===== src/verilog/rsj_defs.svh =====
// Constants of the run/stop/jog speed control block.
// Assumes a 40 MHz system clock and a byte-addressed register port.
`ifndef RSJ_DEFS_SVH
`define RSJ_DEFS_SVH

// Clock rate and measurement window.
`define RSJ_CLK_KHZ        40000
`define RSJ_GATE_TIME_US   1000
`define RSJ_GATE_CYCLES    ((`RSJ_GATE_TIME_US * `RSJ_CLK_KHZ) / 1000)

// Cycles after reset until the three-stage filters hold valid pin levels.
`define RSJ_SETTLE_CYCLES  3'h4

// Register byte offsets.
`define RSJ_OFS_SETPOINT   8'h00
`define RSJ_OFS_JOG_SPEED  8'h04
`define RSJ_OFS_RATIO      8'h08
`define RSJ_OFS_ACCEL      8'h0C
`define RSJ_OFS_DECEL      8'h10
`define RSJ_OFS_GAIN       8'h14
`define RSJ_OFS_STATUS     8'h18
`define RSJ_OFS_FEEDBACK   8'h1C
`define RSJ_OFS_DRIVE      8'h20
`define RSJ_OFS_REFSPEED   8'h24

// Register reset values.
`define RSJ_RST_SETPOINT   16'h0000
`define RSJ_RST_JOG_SPEED  16'h0000
`define RSJ_RST_RATIO      16'h0400
`define RSJ_RST_ACCEL      16'h0001
`define RSJ_RST_DECEL      16'h0001
`define RSJ_RST_GAIN       16'h0100

// Fraction bits of the ratio and of the loop gain.
`define RSJ_RATIO_FRAC     10
`define RSJ_GAIN_FRAC      8

// Status register field positions.
`define RSJ_ST_STATE_LSB   0
`define RSJ_ST_CLOSED_POS  4
`define RSJ_ST_FOLLOW_POS  5
`define RSJ_ST_HOLD_POS    6
`define RSJ_ST_RLATCH_POS  7
`define RSJ_ST_FLATCH_POS  8

`endif


===== src/verilog/rsj_pkg.sv =====
// Types of the run/stop/jog speed control block.
// Assumes rsj_defs.svh supplies the numeric constants.
package rsj_pkg;

  // Operating state of the drive.
  typedef enum logic [2:0] {
    RSJ_STOPPED   = 3'b000,
    RSJ_RUNNING   = 3'b001,
    RSJ_RAMP_STOP = 3'b010,
    RSJ_FAST_STOP = 3'b011,
    RSJ_JOGGING   = 3'b100
  } rsj_state_type;

  // Operator contacts, high while the contact is closed, and the two speed sensor levels.
  typedef struct packed {
    logic run;
    logic ramp_stop_ok;
    logic fast_stop_ok;
    logic jog;
    logic closed_loop;
    logic follower;
    logic ramp_hold;
    logic feedback;
    logic ext_ref;
  } rsj_pins_type;

  // Register port request.
  typedef struct packed {
    logic [7:0]  addr;
    logic [15:0] wdata;
    logic        write;
    logic        read;
  } rsj_bus_type;

endpackage


===== src/verilog/rsj_speed_control.sv =====
// Run/stop/jog command logic and speed regulator of a DC motor drive.
// Assumes raw contact and sensor inputs from outside the clock domain,
// and a register master on the same clock that never needs wait states.
//
// Functional notes
// [RULE1] A short run closure is latched as the running state.
// [RULE2] Ramp-stop opening latches a stop and ramps down at decel rate.
// [RULE3] Fast-stop opening latches and forces the drive to zero at once.
// [RULE4] Running starts only with both stop contacts closed.
// [RULE5] Jog drives jog speed only while the jog contact stays closed.
// [RULE6] Closed loop integrates setpoint minus feedback toward zero error.
// [RULE7] Open loop drives from the setpoint alone, ignoring feedback.
// [RULE8] Follower command is external reference frequency times ratio.
// [RULE9] Speed is the pulse count of the feedback train per window.
// [RULE10] After reset the drive is stopped with output held at zero.
// [RULE11] Fast stop zeroes the output even while the ramp is held.
// [RULE12] Fast stop beats ramp stop; both beat run and jog.
`include "rsj_defs.svh"
`timescale 1ns/1ps
`default_nettype none

module rsj_speed_control
#(
  parameter int unsigned GATE_CYCLES = `RSJ_GATE_CYCLES
)
(
  // Clock and reset.
  input  wire logic            i_clock,
  input  wire logic            i_rst_n,
  // Operator contacts and speed sensors.
  input  wire rsj_pkg::rsj_pins_type i_pins,
  // Register port.
  input  wire rsj_pkg::rsj_bus_type  i_bus,
  output logic [15:0]          o_rdata,
  // Drive output and state.
  output logic [15:0]          o_drive,
  output rsj_pkg::rsj_state_type o_state
);
  import rsj_pkg::*;

  localparam int NPINS = $bits(rsj_pins_type);

  // Register address match.
  function automatic logic hit(input logic [7:0] a, input logic [7:0] o);
    hit = (a == o);
  endfunction

  logic [NPINS-1:0] sync1;
  logic [NPINS-1:0] sync2;
  logic [NPINS-1:0] sync3;
  logic [NPINS-1:0] filt_bits;
  rsj_pins_type     pins;
  logic             fb_last;
  logic             ref_last;
  logic             run_last;
  logic             run_edge;
  logic             fb_pulse;
  logic             ref_pulse;
  logic [31:0]      gate_cnt;
  logic             gate_tick;
  logic [15:0]      fb_cnt;
  logic [15:0]      ref_cnt;
  logic [15:0]      fb_speed;
  logic [15:0]      ref_speed;
  logic [15:0]      setpoint;
  logic [15:0]      jog_speed;
  logic [15:0]      ratio;
  logic [15:0]      accel;
  logic [15:0]      decel;
  logic [15:0]      gain;
  rsj_state_type    state;
  rsj_state_type    next_state;
  logic             rstop_latch;
  logic             fstop_latch;
  logic [15:0]      target;
  logic [15:0]      ramp_ref;
  logic [15:0]      next_ramp;
  logic [31:0]      follow_prod;
  logic [15:0]      follow_cmd;
  logic [15:0]      scaled_ref;
  logic signed [16:0] err;
  logic signed [33:0] corr_prod;
  logic signed [25:0] drive_sum;
  logic [15:0]      next_drive;
  logic [2:0]       settle_cnt;
  logic             settled;

  // Three-stage synchronisers; a level is taken when stages two and three agree.
  genvar g;
  generate
    for (g = 0; g < NPINS; g++)
    begin : g_sync
      always_ff @(posedge i_clock or negedge i_rst_n)
      begin
        if (!i_rst_n)
        begin
          sync1[g]     <= 1'b0;
          sync2[g]     <= 1'b0;
          sync3[g]     <= 1'b0;
          filt_bits[g] <= 1'b0;
        end
        else
        begin
          sync1[g] <= i_pins[g];
          sync2[g] <= sync1[g];
          sync3[g] <= sync2[g];
          if (sync2[g] == sync3[g])
            filt_bits[g] <= sync3[g];
        end
      end
    end
  endgenerate

  assign pins = rsj_pins_type'(filt_bits);

  // Filtered pins read as open until the filters have filled after reset.
  // Without this guard the stops would look open and latch a false fast stop.
  always_ff @(posedge i_clock or negedge i_rst_n)
  begin
    if (!i_rst_n)
      settle_cnt <= 3'h0;
    else if (!settled)
      settle_cnt <= settle_cnt + 3'h1;
  end

  assign settled = (settle_cnt == `RSJ_SETTLE_CYCLES);

  // Edge detection on the filtered run contact and pulse inputs.
  always_ff @(posedge i_clock or negedge i_rst_n)
  begin
    if (!i_rst_n)
    begin
      fb_last  <= 1'b0;
      ref_last <= 1'b0;
      run_last <= 1'b0;
    end
    else
    begin
      fb_last  <= pins.feedback;
      ref_last <= pins.ext_ref;
      run_last <= pins.run;
    end
  end

  assign fb_pulse  = pins.feedback & ~fb_last;
  assign ref_pulse = pins.ext_ref & ~ref_last;
  assign run_edge  = pins.run & ~run_last;

  // Measurement window; also paces the ramp and the regulator.
  always_ff @(posedge i_clock or negedge i_rst_n)
  begin
    if (!i_rst_n)
      gate_cnt <= 32'h00000000;
    else if (gate_tick)
      gate_cnt <= 32'h00000000;
    else
      gate_cnt <= gate_cnt + 32'h00000001;
  end

  assign gate_tick = (gate_cnt == GATE_CYCLES - 1);

  // [RULE9] Feedback pulse counting.
  // Any sensor type is just rising edges counted per window.
  always_ff @(posedge i_clock or negedge i_rst_n)
  begin
    if (!i_rst_n)
    begin
      fb_cnt   <= 16'h0000;
      fb_speed <= 16'h0000;
    end
    else if (gate_tick)
    begin
      fb_speed <= fb_cnt + {15'h0000, fb_pulse};
      fb_cnt   <= 16'h0000;
    end
    else if (fb_pulse && fb_cnt != 16'hFFFF)
      fb_cnt <= fb_cnt + 16'h0001;
  end

  // External reference frequency counted the same way.
  always_ff @(posedge i_clock or negedge i_rst_n)
  begin
    if (!i_rst_n)
    begin
      ref_cnt   <= 16'h0000;
      ref_speed <= 16'h0000;
    end
    else if (gate_tick)
    begin
      ref_speed <= ref_cnt + {15'h0000, ref_pulse};
      ref_cnt   <= 16'h0000;
    end
    else if (ref_pulse && ref_cnt != 16'hFFFF)
      ref_cnt <= ref_cnt + 16'h0001;
  end

  // [RULE8] Follower scaling.
  // Reference speed times ratio, ratio in fixed point, saturated.
  assign follow_prod = ref_speed * ratio;
  assign follow_cmd  = (follow_prod[31:16+`RSJ_RATIO_FRAC] != '0) ? 16'hFFFF :
                       follow_prod[15+`RSJ_RATIO_FRAC:`RSJ_RATIO_FRAC];
  assign scaled_ref  = pins.follower ? follow_cmd : setpoint;

  // Register writes.
  always_ff @(posedge i_clock or negedge i_rst_n)
  begin
    if (!i_rst_n)
    begin
      setpoint  <= `RSJ_RST_SETPOINT;
      jog_speed <= `RSJ_RST_JOG_SPEED;
      ratio     <= `RSJ_RST_RATIO;
      accel     <= `RSJ_RST_ACCEL;
      decel     <= `RSJ_RST_DECEL;
      gain      <= `RSJ_RST_GAIN;
    end
    else if (i_bus.write)
    begin
      if (hit(i_bus.addr, `RSJ_OFS_SETPOINT))
        setpoint <= i_bus.wdata;
      if (hit(i_bus.addr, `RSJ_OFS_JOG_SPEED))
        jog_speed <= i_bus.wdata;
      if (hit(i_bus.addr, `RSJ_OFS_RATIO))
        ratio <= i_bus.wdata;
      if (hit(i_bus.addr, `RSJ_OFS_ACCEL))
        accel <= i_bus.wdata;
      if (hit(i_bus.addr, `RSJ_OFS_DECEL))
        decel <= i_bus.wdata;
      if (hit(i_bus.addr, `RSJ_OFS_GAIN))
        gain <= i_bus.wdata;
    end
  end

  // Register reads, data valid in the cycle after the strobe; unmapped reads zero.
  always_ff @(posedge i_clock or negedge i_rst_n)
  begin
    if (!i_rst_n)
      o_rdata <= 16'h0000;
    else if (i_bus.read)
    begin
      case (i_bus.addr)
        `RSJ_OFS_SETPOINT:  o_rdata <= setpoint;
        `RSJ_OFS_JOG_SPEED: o_rdata <= jog_speed;
        `RSJ_OFS_RATIO:     o_rdata <= ratio;
        `RSJ_OFS_ACCEL:     o_rdata <= accel;
        `RSJ_OFS_DECEL:     o_rdata <= decel;
        `RSJ_OFS_GAIN:      o_rdata <= gain;
        `RSJ_OFS_STATUS:    o_rdata <= {7'h00, fstop_latch, rstop_latch,
                                        pins.ramp_hold, pins.follower,
                                        pins.closed_loop, 1'b0, state};
        `RSJ_OFS_FEEDBACK:  o_rdata <= fb_speed;
        `RSJ_OFS_DRIVE:     o_rdata <= o_drive;
        `RSJ_OFS_REFSPEED:  o_rdata <= ref_speed;
        default:            o_rdata <= 16'h0000;
      endcase
    end
    else
      o_rdata <= 16'h0000;
  end

  // Next operating state from the contacts.
  always_comb
  begin
    next_state = state;
    // [RULE12] Stop priority order.
    // [RULE10] Stopped until pins are valid.
    if (!settled)
      next_state = RSJ_STOPPED;
    // [RULE3] Fast stop latch.
    else if (!pins.fast_stop_ok)
      next_state = RSJ_FAST_STOP;
    // [RULE2] Ramp stop latch.
    else if (!pins.ramp_stop_ok)
    begin
      if (state != RSJ_FAST_STOP && state != RSJ_STOPPED)
        next_state = RSJ_RAMP_STOP;
    end
    else
    begin
      case (state)
        RSJ_STOPPED:
        begin
          // [RULE4] Both stops closed.
          // [RULE1] Run edge latched.
          if (run_edge)
            next_state = RSJ_RUNNING;
          else if (pins.jog)
            next_state = RSJ_JOGGING;
        end
        RSJ_RUNNING:   next_state = RSJ_RUNNING;
        RSJ_RAMP_STOP:
        begin
          if (run_edge)
            next_state = RSJ_RUNNING;
          else if (ramp_ref == 16'h0000)
            next_state = RSJ_STOPPED;
        end
        RSJ_FAST_STOP:
        begin
          if (run_edge)
            next_state = RSJ_RUNNING;
          else
            next_state = RSJ_STOPPED;
        end
        RSJ_JOGGING:
        begin
          // [RULE5] Jog only while held.
          if (run_edge)
            next_state = RSJ_RUNNING;
          else if (!pins.jog)
            next_state = RSJ_STOPPED;
        end
        default:       next_state = RSJ_STOPPED;
      endcase
    end
  end

  // [RULE10] Stopped after reset.
  always_ff @(posedge i_clock or negedge i_rst_n)
  begin
    if (!i_rst_n)
      state <= RSJ_STOPPED;
    else
      state <= next_state;
  end

  // Stop latches for status; a new run clears both.
  always_ff @(posedge i_clock or negedge i_rst_n)
  begin
    if (!i_rst_n)
    begin
      rstop_latch <= 1'b0;
      fstop_latch <= 1'b0;
    end
    else
    begin
      if (settled && !pins.fast_stop_ok)
        fstop_latch <= 1'b1;
      else if (next_state == RSJ_RUNNING || next_state == RSJ_JOGGING)
        fstop_latch <= 1'b0;
      if (settled && !pins.ramp_stop_ok)
        rstop_latch <= 1'b1;
      else if (next_state == RSJ_RUNNING || next_state == RSJ_JOGGING)
        rstop_latch <= 1'b0;
    end
  end

  // Ramp target by state.
  always_comb
  begin
    case (state)
      RSJ_RUNNING: target = scaled_ref;
      RSJ_JOGGING: target = jog_speed;
      default:     target = 16'h0000;
    endcase
  end

  // Ramped reference moves one step per window unless held.
  always_comb
  begin
    next_ramp = ramp_ref;
    if (target > ramp_ref)
      next_ramp = (target - ramp_ref > accel) ? ramp_ref + accel : target;
    else if (target < ramp_ref)
      next_ramp = (ramp_ref - target > decel) ? ramp_ref - decel : target;
  end

  always_ff @(posedge i_clock or negedge i_rst_n)
  begin
    if (!i_rst_n)
      ramp_ref <= 16'h0000;
    // [RULE11] Fast stop overrides hold.
    else if (next_state == RSJ_FAST_STOP || next_state == RSJ_STOPPED)
      ramp_ref <= 16'h0000;
    else if (gate_tick && !pins.ramp_hold)
      ramp_ref <= next_ramp;
  end

  // [RULE6] Integrating regulator on the error.
  assign err       = $signed({1'b0, ramp_ref}) - $signed({1'b0, fb_speed});
  assign corr_prod = err * $signed({1'b0, gain});
  assign drive_sum = $signed({10'h000, o_drive}) +
                     $signed(corr_prod[25+`RSJ_GAIN_FRAC:`RSJ_GAIN_FRAC]);

  always_comb
  begin
    if (pins.closed_loop)
    begin
      if (drive_sum < 0)
        next_drive = 16'h0000;
      else if (drive_sum > 26'sh000FFFF)
        next_drive = 16'hFFFF;
      else
        next_drive = drive_sum[15:0];
    end
    else
      // [RULE7] Open loop from setpoint.
      next_drive = ramp_ref;
  end

  // Drive output register.
  always_ff @(posedge i_clock or negedge i_rst_n)
  begin
    if (!i_rst_n)
      o_drive <= 16'h0000;
    // [RULE3] Zero at once on fast stop or when stopped.
    else if (next_state == RSJ_FAST_STOP || next_state == RSJ_STOPPED)
      o_drive <= 16'h0000;
    else if (!pins.closed_loop)
      o_drive <= next_drive;
    else if (gate_tick)
      o_drive <= next_drive;
  end

  assign o_state = state;

endmodule

`default_nettype wire


===== config.mk =====
export PLATFORM = sky130hd
export DESIGN_NAME = rsj_speed_control
export DESIGN_NICKNAME = d
export VERILOG_FILES = /design/src/verilog/rsj_pkg.sv /design/src/verilog/rsj_speed_control.sv
export VERILOG_INCLUDE_DIRS = /design/src /design/src/verilog
export SDC_FILE = /design/constraint.sdc
export NUM_CORES = 2
export LEC_CHECK = 0
export ABC_AREA = 1
export BUFFER_PORTS_ARGS = -buffer_cell sky130_fd_sc_hd__buf_2
export CAP_MARGIN = 20
export CELL_PAD_IN_SITES_DETAIL_PLACEMENT = 2
export CELL_PAD_IN_SITES_GLOBAL_PLACEMENT = 2
export CORE_MARGIN = 1.5
export CORE_UTILIZATION = 30
export DETAILED_ROUTE_END_ITERATION = 7
export GPL_ROUTABILITY_DRIVEN = 0
export GPL_TIMING_DRIVEN = 0
export PLACE_DENSITY = 0.63
export SYNTH_ARGS = -nofsm -noshare
export SYNTH_HDL_FRONTEND = slang
export SYNTH_SLANG_ARGS = --single-unit

===== constraint.sdc =====
create_clock -name i_clock -period 29.1 [get_ports i_clock]
set_input_delay 4.365 -clock i_clock [delete_from_list [all_inputs] [get_ports i_clock]]
set_output_delay 4.365 -clock i_clock [all_outputs]
set_load 0.02 [all_outputs]

After elaboration in Yosys (flattened, before gate mapping)
Cells that the tools add are included.
{"block": "word_totals", "out_inout_bits": 35, "elab_cells": 181, "in_bits": 37, "register_bits": 287}
{"block": "op_classes", "n_lt_le_gt_ge": 6, "n_bitwise": 6, "n_addsub": 12, "n_mul": 2, "n_eq_ne": 31, "muxes": 37, "n_reduce_logical": 30}
{"cell": "16-bit 2-to-1 mux", "n": 19}
{"cell": "16-bit case mux with 10 select lines", "n": 1}
{"cell": "16-bit greater-than comparator", "n": 3}
{"cell": "16-bit subtractor", "n": 3}
{"cell": "17-bit by 17-bit multiplier with 34-bit output", "n": 1}
{"cell": "16-bit by 1-bit adder with 16-bit output", "n": 2}
{"cell": "16-bit by 1-bit adder with 16-bit output (second input constant)", "n": 2}
{"cell": "32-bit by 1-bit adder with 32-bit output (second input constant)", "n": 1}
{"cell": "32-bit by 16-bit == test with 1-bit output (second input constant)", "n": 1}
{"cell": "8-bit by 5-bit == test with 1-bit output (second input constant)", "n": 4}
{"cell": "16-bit by 16-bit multiplier with 32-bit output", "n": 1}
{"cell": "32-bit 2-to-1 mux", "n": 1}
{"cell": "16-bit inequality test (second input constant)", "n": 2}
{"cell": "16-bit case mux with 2 select lines", "n": 1}
{"cell": "3-bit 2-to-1 mux", "n": 10}
{"cell": "17-bit by 26-bit adder with 26-bit output", "n": 1}
{"cell": "26-bit by 17-bit greater-than comparator with 1-bit output (second input constant)", "n": 1}
{"cell": "26-bit by 1-bit less-than comparator with 1-bit output (second input constant)", "n": 1}
{"cell": "16-bit by 16-bit subtractor with 17-bit output", "n": 1}
{"cell": "16-bit adder", "n": 1}
{"cell": "8-bit by 4-bit == test with 1-bit output (second input constant)", "n": 2}
{"cell": "8-bit by 6-bit == test with 1-bit output (second input constant)", "n": 2}
{"cell": "16-bit zero test", "n": 1}
{"cell": "16-bit less-than comparator", "n": 1}
{"cell": "21 further kinds", "n": 61}

Longest topological paths before layout
{"block": "logic_depth", "word_depth": 12, "depth_mapped": 60, "ltp_nobuf": 58}

Worst setup path before layout
Ideal clock, no wire load.
{"block": "synth_path", "path_type": "register -> register", "startpoint": "register ramp_ref[1]", "endpoint": "register o_drive[11]", "required_ns": 28.983, "path_stages_with_launch": 57, "path_buffers": 1, "t_arrival_ns": 9.214, "setup_slack_ns": 19.769, "setup_ns": 0.117, "cell_sequence": "dfrtp_1 > inv_1 > fa_1 > o21ai_0 > a21oi_1 > o21ai_0 > nand2_1 > nand2_1 > a21oi_1 > inv_1 > nand2_1 > nand2_1 > a21oi_1 > inv_1 > nand2_1 > nand2_1 > a21oi_1 > or2_2 > [21 not listed] > nand2_1 > nand2_1 > nand2_1 > nand2_1 > nand2_1 > nand2_1 > nand3_1 > nor2_2 > xor2_1 > nor2_1 > nand3_1 > nor2_1 > nand2_1 > nand2_2 > buf_4 > nand3_1 > nand2_1 > nand2_1"}
{"block": "synth_between", "elab_chain_len": 10, "elab_cells_between_ends": 22, "classes_between": "add/sub (2); mul (1); order compare (2); eq/ne (2); mux (12); reduce/logical (3)"}
{"item": "from (decl)", "line": "rsj_speed_control.sv:76", "source": "logic [15:0] ramp_ref;"}
{"item": "from (signal assigned)", "line": "rsj_speed_control.sv:375", "source": "ramp_ref <= next_ramp;"}
{"item": "16-bit by 16-bit subtractor with 17-bit output or 16-bit zero test (tied branches)", "line": "rsj_speed_control.sv:379, rsj_speed_control.sv:294"}
{"item": "17-bit by 17-bit multiplier with 34-bit output or 3-bit 2-to-1 mux (tied branches)", "line": "rsj_speed_control.sv:380, rsj_speed_control.sv:294"}
{"item": "17-bit by 26-bit adder with 26-bit output or 3-bit 2-to-1 mux (tied branches)", "line": "rsj_speed_control.sv:381, rsj_speed_control.sv:292"}
{"item": "26-bit by 17-bit greater-than comparator with 1-bit output or 3-bit case mux with 5 select lines (tied branches)", "line": "rsj_speed_control.sv:390, rsj_speed_control.sv:279"}
{"item": "16-bit 2-to-1 mux or 3-bit 2-to-1 mux (tied branches)", "line": "rsj_speed_control.sv:390, rsj_speed_control.sv:272"}
{"item": "16-bit 2-to-1 mux or 3-bit 2-to-1 mux (tied branches)", "line": "rsj_speed_control.sv:388, rsj_speed_control.sv:269"}
{"item": "16-bit 2-to-1 mux or 3-bit 2-to-1 mux (tied branches)", "line": "rsj_speed_control.sv:386, rsj_speed_control.sv:266"}
{"item": "16-bit 2-to-1 mux (tied with other cells)", "line": "rsj_speed_control.sv:410", "source": "else if (gate_tick)"}
{"item": "16-bit 2-to-1 mux or 1-bit logical OR (tied branches)", "line": "rsj_speed_control.sv:408, rsj_speed_control.sv:406"}
{"item": "16-bit 2-to-1 mux or 3-bit by 1-bit inequality test with 1-bit output (tied branches)"}
{"item": "to (signal assigned)", "line": "rsj_speed_control.sv:409", "source": "o_drive <= next_drive;"}
{"item": "to (signal assigned)", "line": "rsj_speed_control.sv:411", "source": "o_drive <= next_drive;"}
{"item": "to (decl)", "line": "rsj_speed_control.sv:36", "source": "output logic [15:0] o_drive,"}
Parallel ways exist; a longest one is shown, timed or not. The select of a mux whose other input is x is not followed.
A chain may end at the register's enable or synchronous reset.

Worst setup path in the final report
{"block": "layout_path", "startpoint": "register ref_speed[5]", "endpoint": "register ramp_ref[7]"}
{"block": "layout_between", "elab_chain_len": 12, "elab_cells_between_ends": 19, "classes_between": "add/sub (2); mul (1); order compare (4); mux (9); reduce/logical (3)"}
{"item": "from (decl)", "line": "rsj_speed_control.sv:64", "source": "logic [15:0] ref_speed;"}
{"item": "from (signal assigned)", "line": "rsj_speed_control.sv:190", "source": "ref_speed <= ref_cnt + {15'h0000, ref_pulse};"}
{"item": "16-bit by 16-bit multiplier with 32-bit output (*)", "line": "rsj_speed_control.sv:199", "source": "assign follow_prod = ref_speed * ratio;"}
{"item": "6-bit nonzero test", "line": "rsj_speed_control.sv:200", "source": "assign follow_cmd = (follow_prod[31:16+`RSJ_RATIO_FRAC] != '0) ? 16'hFFFF :"}
{"item": "16-bit 2-to-1 mux (*)", "line": "rsj_speed_control.sv:200"}
{"item": "16-bit 2-to-1 mux (*)", "line": "rsj_speed_control.sv:202", "source": "assign scaled_ref = pins.follower ? follow_cmd : setpoint;"}
{"item": "16-bit case mux with 2 select lines (*)", "line": "rsj_speed_control.sv:350", "source": "case (state)"}
{"item": "16-bit subtractor", "line": "rsj_speed_control.sv:364", "source": "next_ramp = (ramp_ref - target > decel) ? ramp_ref - decel : target;"}
{"item": "16-bit greater-than comparator", "line": "rsj_speed_control.sv:364"}
{"item": "16-bit 2-to-1 mux", "line": "rsj_speed_control.sv:364"}
{"item": "16-bit 2-to-1 mux", "line": "rsj_speed_control.sv:363", "source": "else if (target < ramp_ref)"}
{"item": "16-bit 2-to-1 mux", "line": "rsj_speed_control.sv:361", "source": "if (target > ramp_ref)"}
{"item": "16-bit 2-to-1 mux", "line": "rsj_speed_control.sv:374", "source": "else if (gate_tick && !pins.ramp_hold)"}
{"item": "16-bit 2-to-1 mux", "line": "rsj_speed_control.sv:372", "source": "else if (next_state == RSJ_FAST_STOP || next_state == RSJ_STOPPED)"}
Every way passes the cells marked *; elsewhere a longest branch is shown, timed or not. The select of a mux whose other input is x is not followed.

==> results.toml <==
[setup_path]
crit_arrival_ps = 13720
path_max_fanout = 10
cp_top_family = "adder cells"
slowest_stage = "clkbuf_1"
r2r_start = "ref_speed[5]"
crit_path_frequent_cell = "nand2_1"
cpPeakStageDelay_ps = 690
critical_path_buf_inv_count = 11
reg2reg_slack_ps = 15860
path_depth = 47
critPathLaunchType = "flop"
crit_required_ps = 29580
path_class = "flop to flop"
reg2reg_depth = 47
worstReg2RegEnd = "ramp_ref[7]"
cp-endpoint = "ramp_ref[7]"
cp-end-kind = "flop"
crit_start = "ref_speed[5]"

[yosys]
postSynth.asyncResetShare_pct = 100
mappedNetlistArea_um2 = 38600
syn_area_per_cell_um2 = 7.54
synth-edff-count = 0
yosys_most_used_dff = "dfrtp_1"
ys_warn_count = 0
synth_area_leader_cell = "fa_1"
synthCells = 5120
yosys.area.top_type_share_pct = 24.7
synth_fp_nets = 5949
ys_seq_elements = 287
synthDistinctLibCells = 59
yosys-top-cells-area = "fa_1 25%, dfrtp_1 18%, nand2_1 12%, inv_1 11%, ha_1 10%"
ys_seq_area_share_pct = 18.6

[drt]
drt_iter0_drc = 1775
drc = 0
route.detailed.wl_per_inst_um = 23.5
wirelength_mm = 163
drt_first_pass_iters = 5
vias = 34391
vias_per_cell = 4.96
drtAntennaViolNets = 0

[final_layout]
area_delta_synth_final_pct = 10.2
regMostFlops = "gate_cnt"
seq_area_um2 = 7190
largest_reg_flops = 32
drive_above_1_share_pct = 4.48
multi_input_area_um2 = 26400
final_common_cell = "nand2_1"
finalNonFillerCells = 6934
n_fill_cell = 14924
final_nets = 6068
final_cell_mix = "1,194 x nand2_1, 1,154 x inv_1, 476 x fa_1, 348 x nor2_1, 316 x ha_1"

[pwr]
vdd_drop_max_mv = 0.0346
p_int_w = 0.000839
p_comb_share_pct = 27.1
switchingPower_w = 0.000510
power_frac_seq_pct = 33.7
cellLeakagePower_nw = 22.6
switching_share_pct = 37.8
finalPower_w = 0.00135
p_clk_share_pct = 39.2
p_per_area_nw_per_um2 = 31.7

[global_routing]
antenna_found_initial = 9
track_usage_pct = 25.4
globalRouteOverflowTotal = 0
grt_max_degree = 100
grt_pass1_vias = 38566
grt_pass1_wl_mm = 249

[worst_hold_path]
worstHoldPathCells = 0
hold_class = "flop to flop"

[timing]
rsz0062_at_grt = "no"
period_needed_ps = 13240
slew_headroom_pct = 24.8
worst_slew_pin_slew_ps = 1130
slew_violations = 0
period_share_pct = 45.5
fmax_ghz = 0.0755
finalWorstSetupSlack_ps = 15860
setup_viol = 0
hold_viol_final = 0
setup-tns-final_ps = 0
skew_ps = 48.1

[clocking]
clockRootBuffer = "clkbuf_16"
postCtsHoldBufs = 0
cts-resized-gates = 0
cts.sinks = 287
cts.htree.levels = 2
clkLatencyLatePin_ps = 640
post_cts_buffers = 0
cts_tree = "yes"
path_clk_slew_ps = 60
clock_path_buffers = 3
numCtsBuffers = 40

[place]
placedCellCount = 6859
post-place-ws_ps = 15750
portBuffers = 70
dp_hpwl_mm = 137

[job]
cap_viol_max_count = 0

[floorplanning]
die-area_um2 = 131000
io_pins = 72
num_rows = 131
die_w_um = 362
die_y_um = 362
start_util_pct = 30.3
core-area_um2 = 128000

[run_status]
status = "completed"
[logic make-up after synthesis]
logic type / share of synthesized area [%]
buffers and inverters: 13.2
adders and majority gates: 35.1
xor gates and xnor gates: 3.17
DFF: 18.6
AOI/OAI and AO/OA: 10.1
and+or+nand+nor: 19.8
[synthesized netlist by cell type, types with 3 or more instances]
cell type	instances
a211oi_1	15
a21o_1	13
a21oi_1	248
a221oi_1	23
a31o_2	4
a31oi_1	21
a32o_1	11
and2_1	4
buf_1	16
buf_2	4
buf_4	5
clkbuf_1	145
clkinv_1	13
dfrtp_1	283
dfstp_2	4
fa_1	476
ha_1	316
inv_1	1154
inv_2	9
maj3_1	9
nand2_1	1194
nand2_2	10
nand2_4	5
nand3_1	142
nand3_2	7
nand3b_1	5
nand4_1	35
nor2_1	348
nor2_2	14
nor2_4	3
nor3_1	47
nor4_1	18
o2111ai_1	7
o211ai_1	8
o21a_1	10
o21ai_0	257
o21ai_1	4
o21bai_1	11
o221ai_1	13
o22ai_1	26
o41ai_1	3
or2_2	20
xnor2_1	48
xor2_1	92
[through the flow]
step | hold slack (ps) | utilization [%] | cell area (um2)
finish | 346 | 33.3 | 42600
CTS | 348 | 33.3 | 42600
global route | 357 | 33.3 | 42600
detailed placement | 337 | 32.3 | 41200
floorplan | 331 | - | 38600
global placement | 336 | 32.2 | 41100
[worst min path at each step]
| stage | from | endpoint | slack, ps |
|---|---|---|---|
| floorplan | sync1[0] | sync2[0] | 330 |
| CTS | sync1[1] | sync2[1] | 350 |
| global route | sync1[1] | sync2[1] | 360 |
| finish | sync1[1] | sync2[1] | 350 |
| detailed placement | sync1[1] | sync2[1] | 340 |
| global placement | sync1[0] | sync2[0] | 340 |
[power groups by stage]
stage / sequential (W) / clock [W] / combinational [W]
CTS: 0.000454 / 0.000546 / 0.000369
detailed placement: 0.000461 / 0 / 0.000367
floorplan: 0.000447 / 0 / 0.000222
finish: 0.000454 / 0.000530 / 0.000365
global route: 0.000456 / 0.000558 / 0.000410
global placement: 0.000461 / 0 / 0.000357
[worst register-to-register path, delay by kind of cell (launching register included)]
family	cells	cell delay [ps]
adders and majority gates	9	4340
AOI/OAI and AO/OA	8	2060
xor gates and xnor gates	1	400
and+or+nand+nor	18	3080
DFF	1	320
buffers and inverters	11	2870
[layer usage]
metal / part of all wire, % / wire length, um / vias to the layer above / track usage [%]
li1: - / - / 15892 / -
met1: 47 / 77300 / 17837 / 35.3
met2: 47 / 76300 / 510 / 42.5
met3: 3.0 / 4940 / 152 / 1.94
met4: 2.8 / 4560 / 0 / 6.69
met5: 0 / 0 / - / 0
[layout make-up]
| type | instances | share of cell area, % |
|---|---|---|
| multi-input combinational | 3486 | 61.9 |
| sequential | 287 | 16.9 |
| inverter | 1176 | 10.4 |
| tap | 1662 | 4.88 |
| clock buffer | 53 | 2.54 |
| buffer | 171 | 1.58 |
| timing repair buffer | 77 | 1.11 |
| clock inverter | 21 | 0.735 |
| antenna | 1 | 0.00588 |
Power figures use the tool's default switching activity.
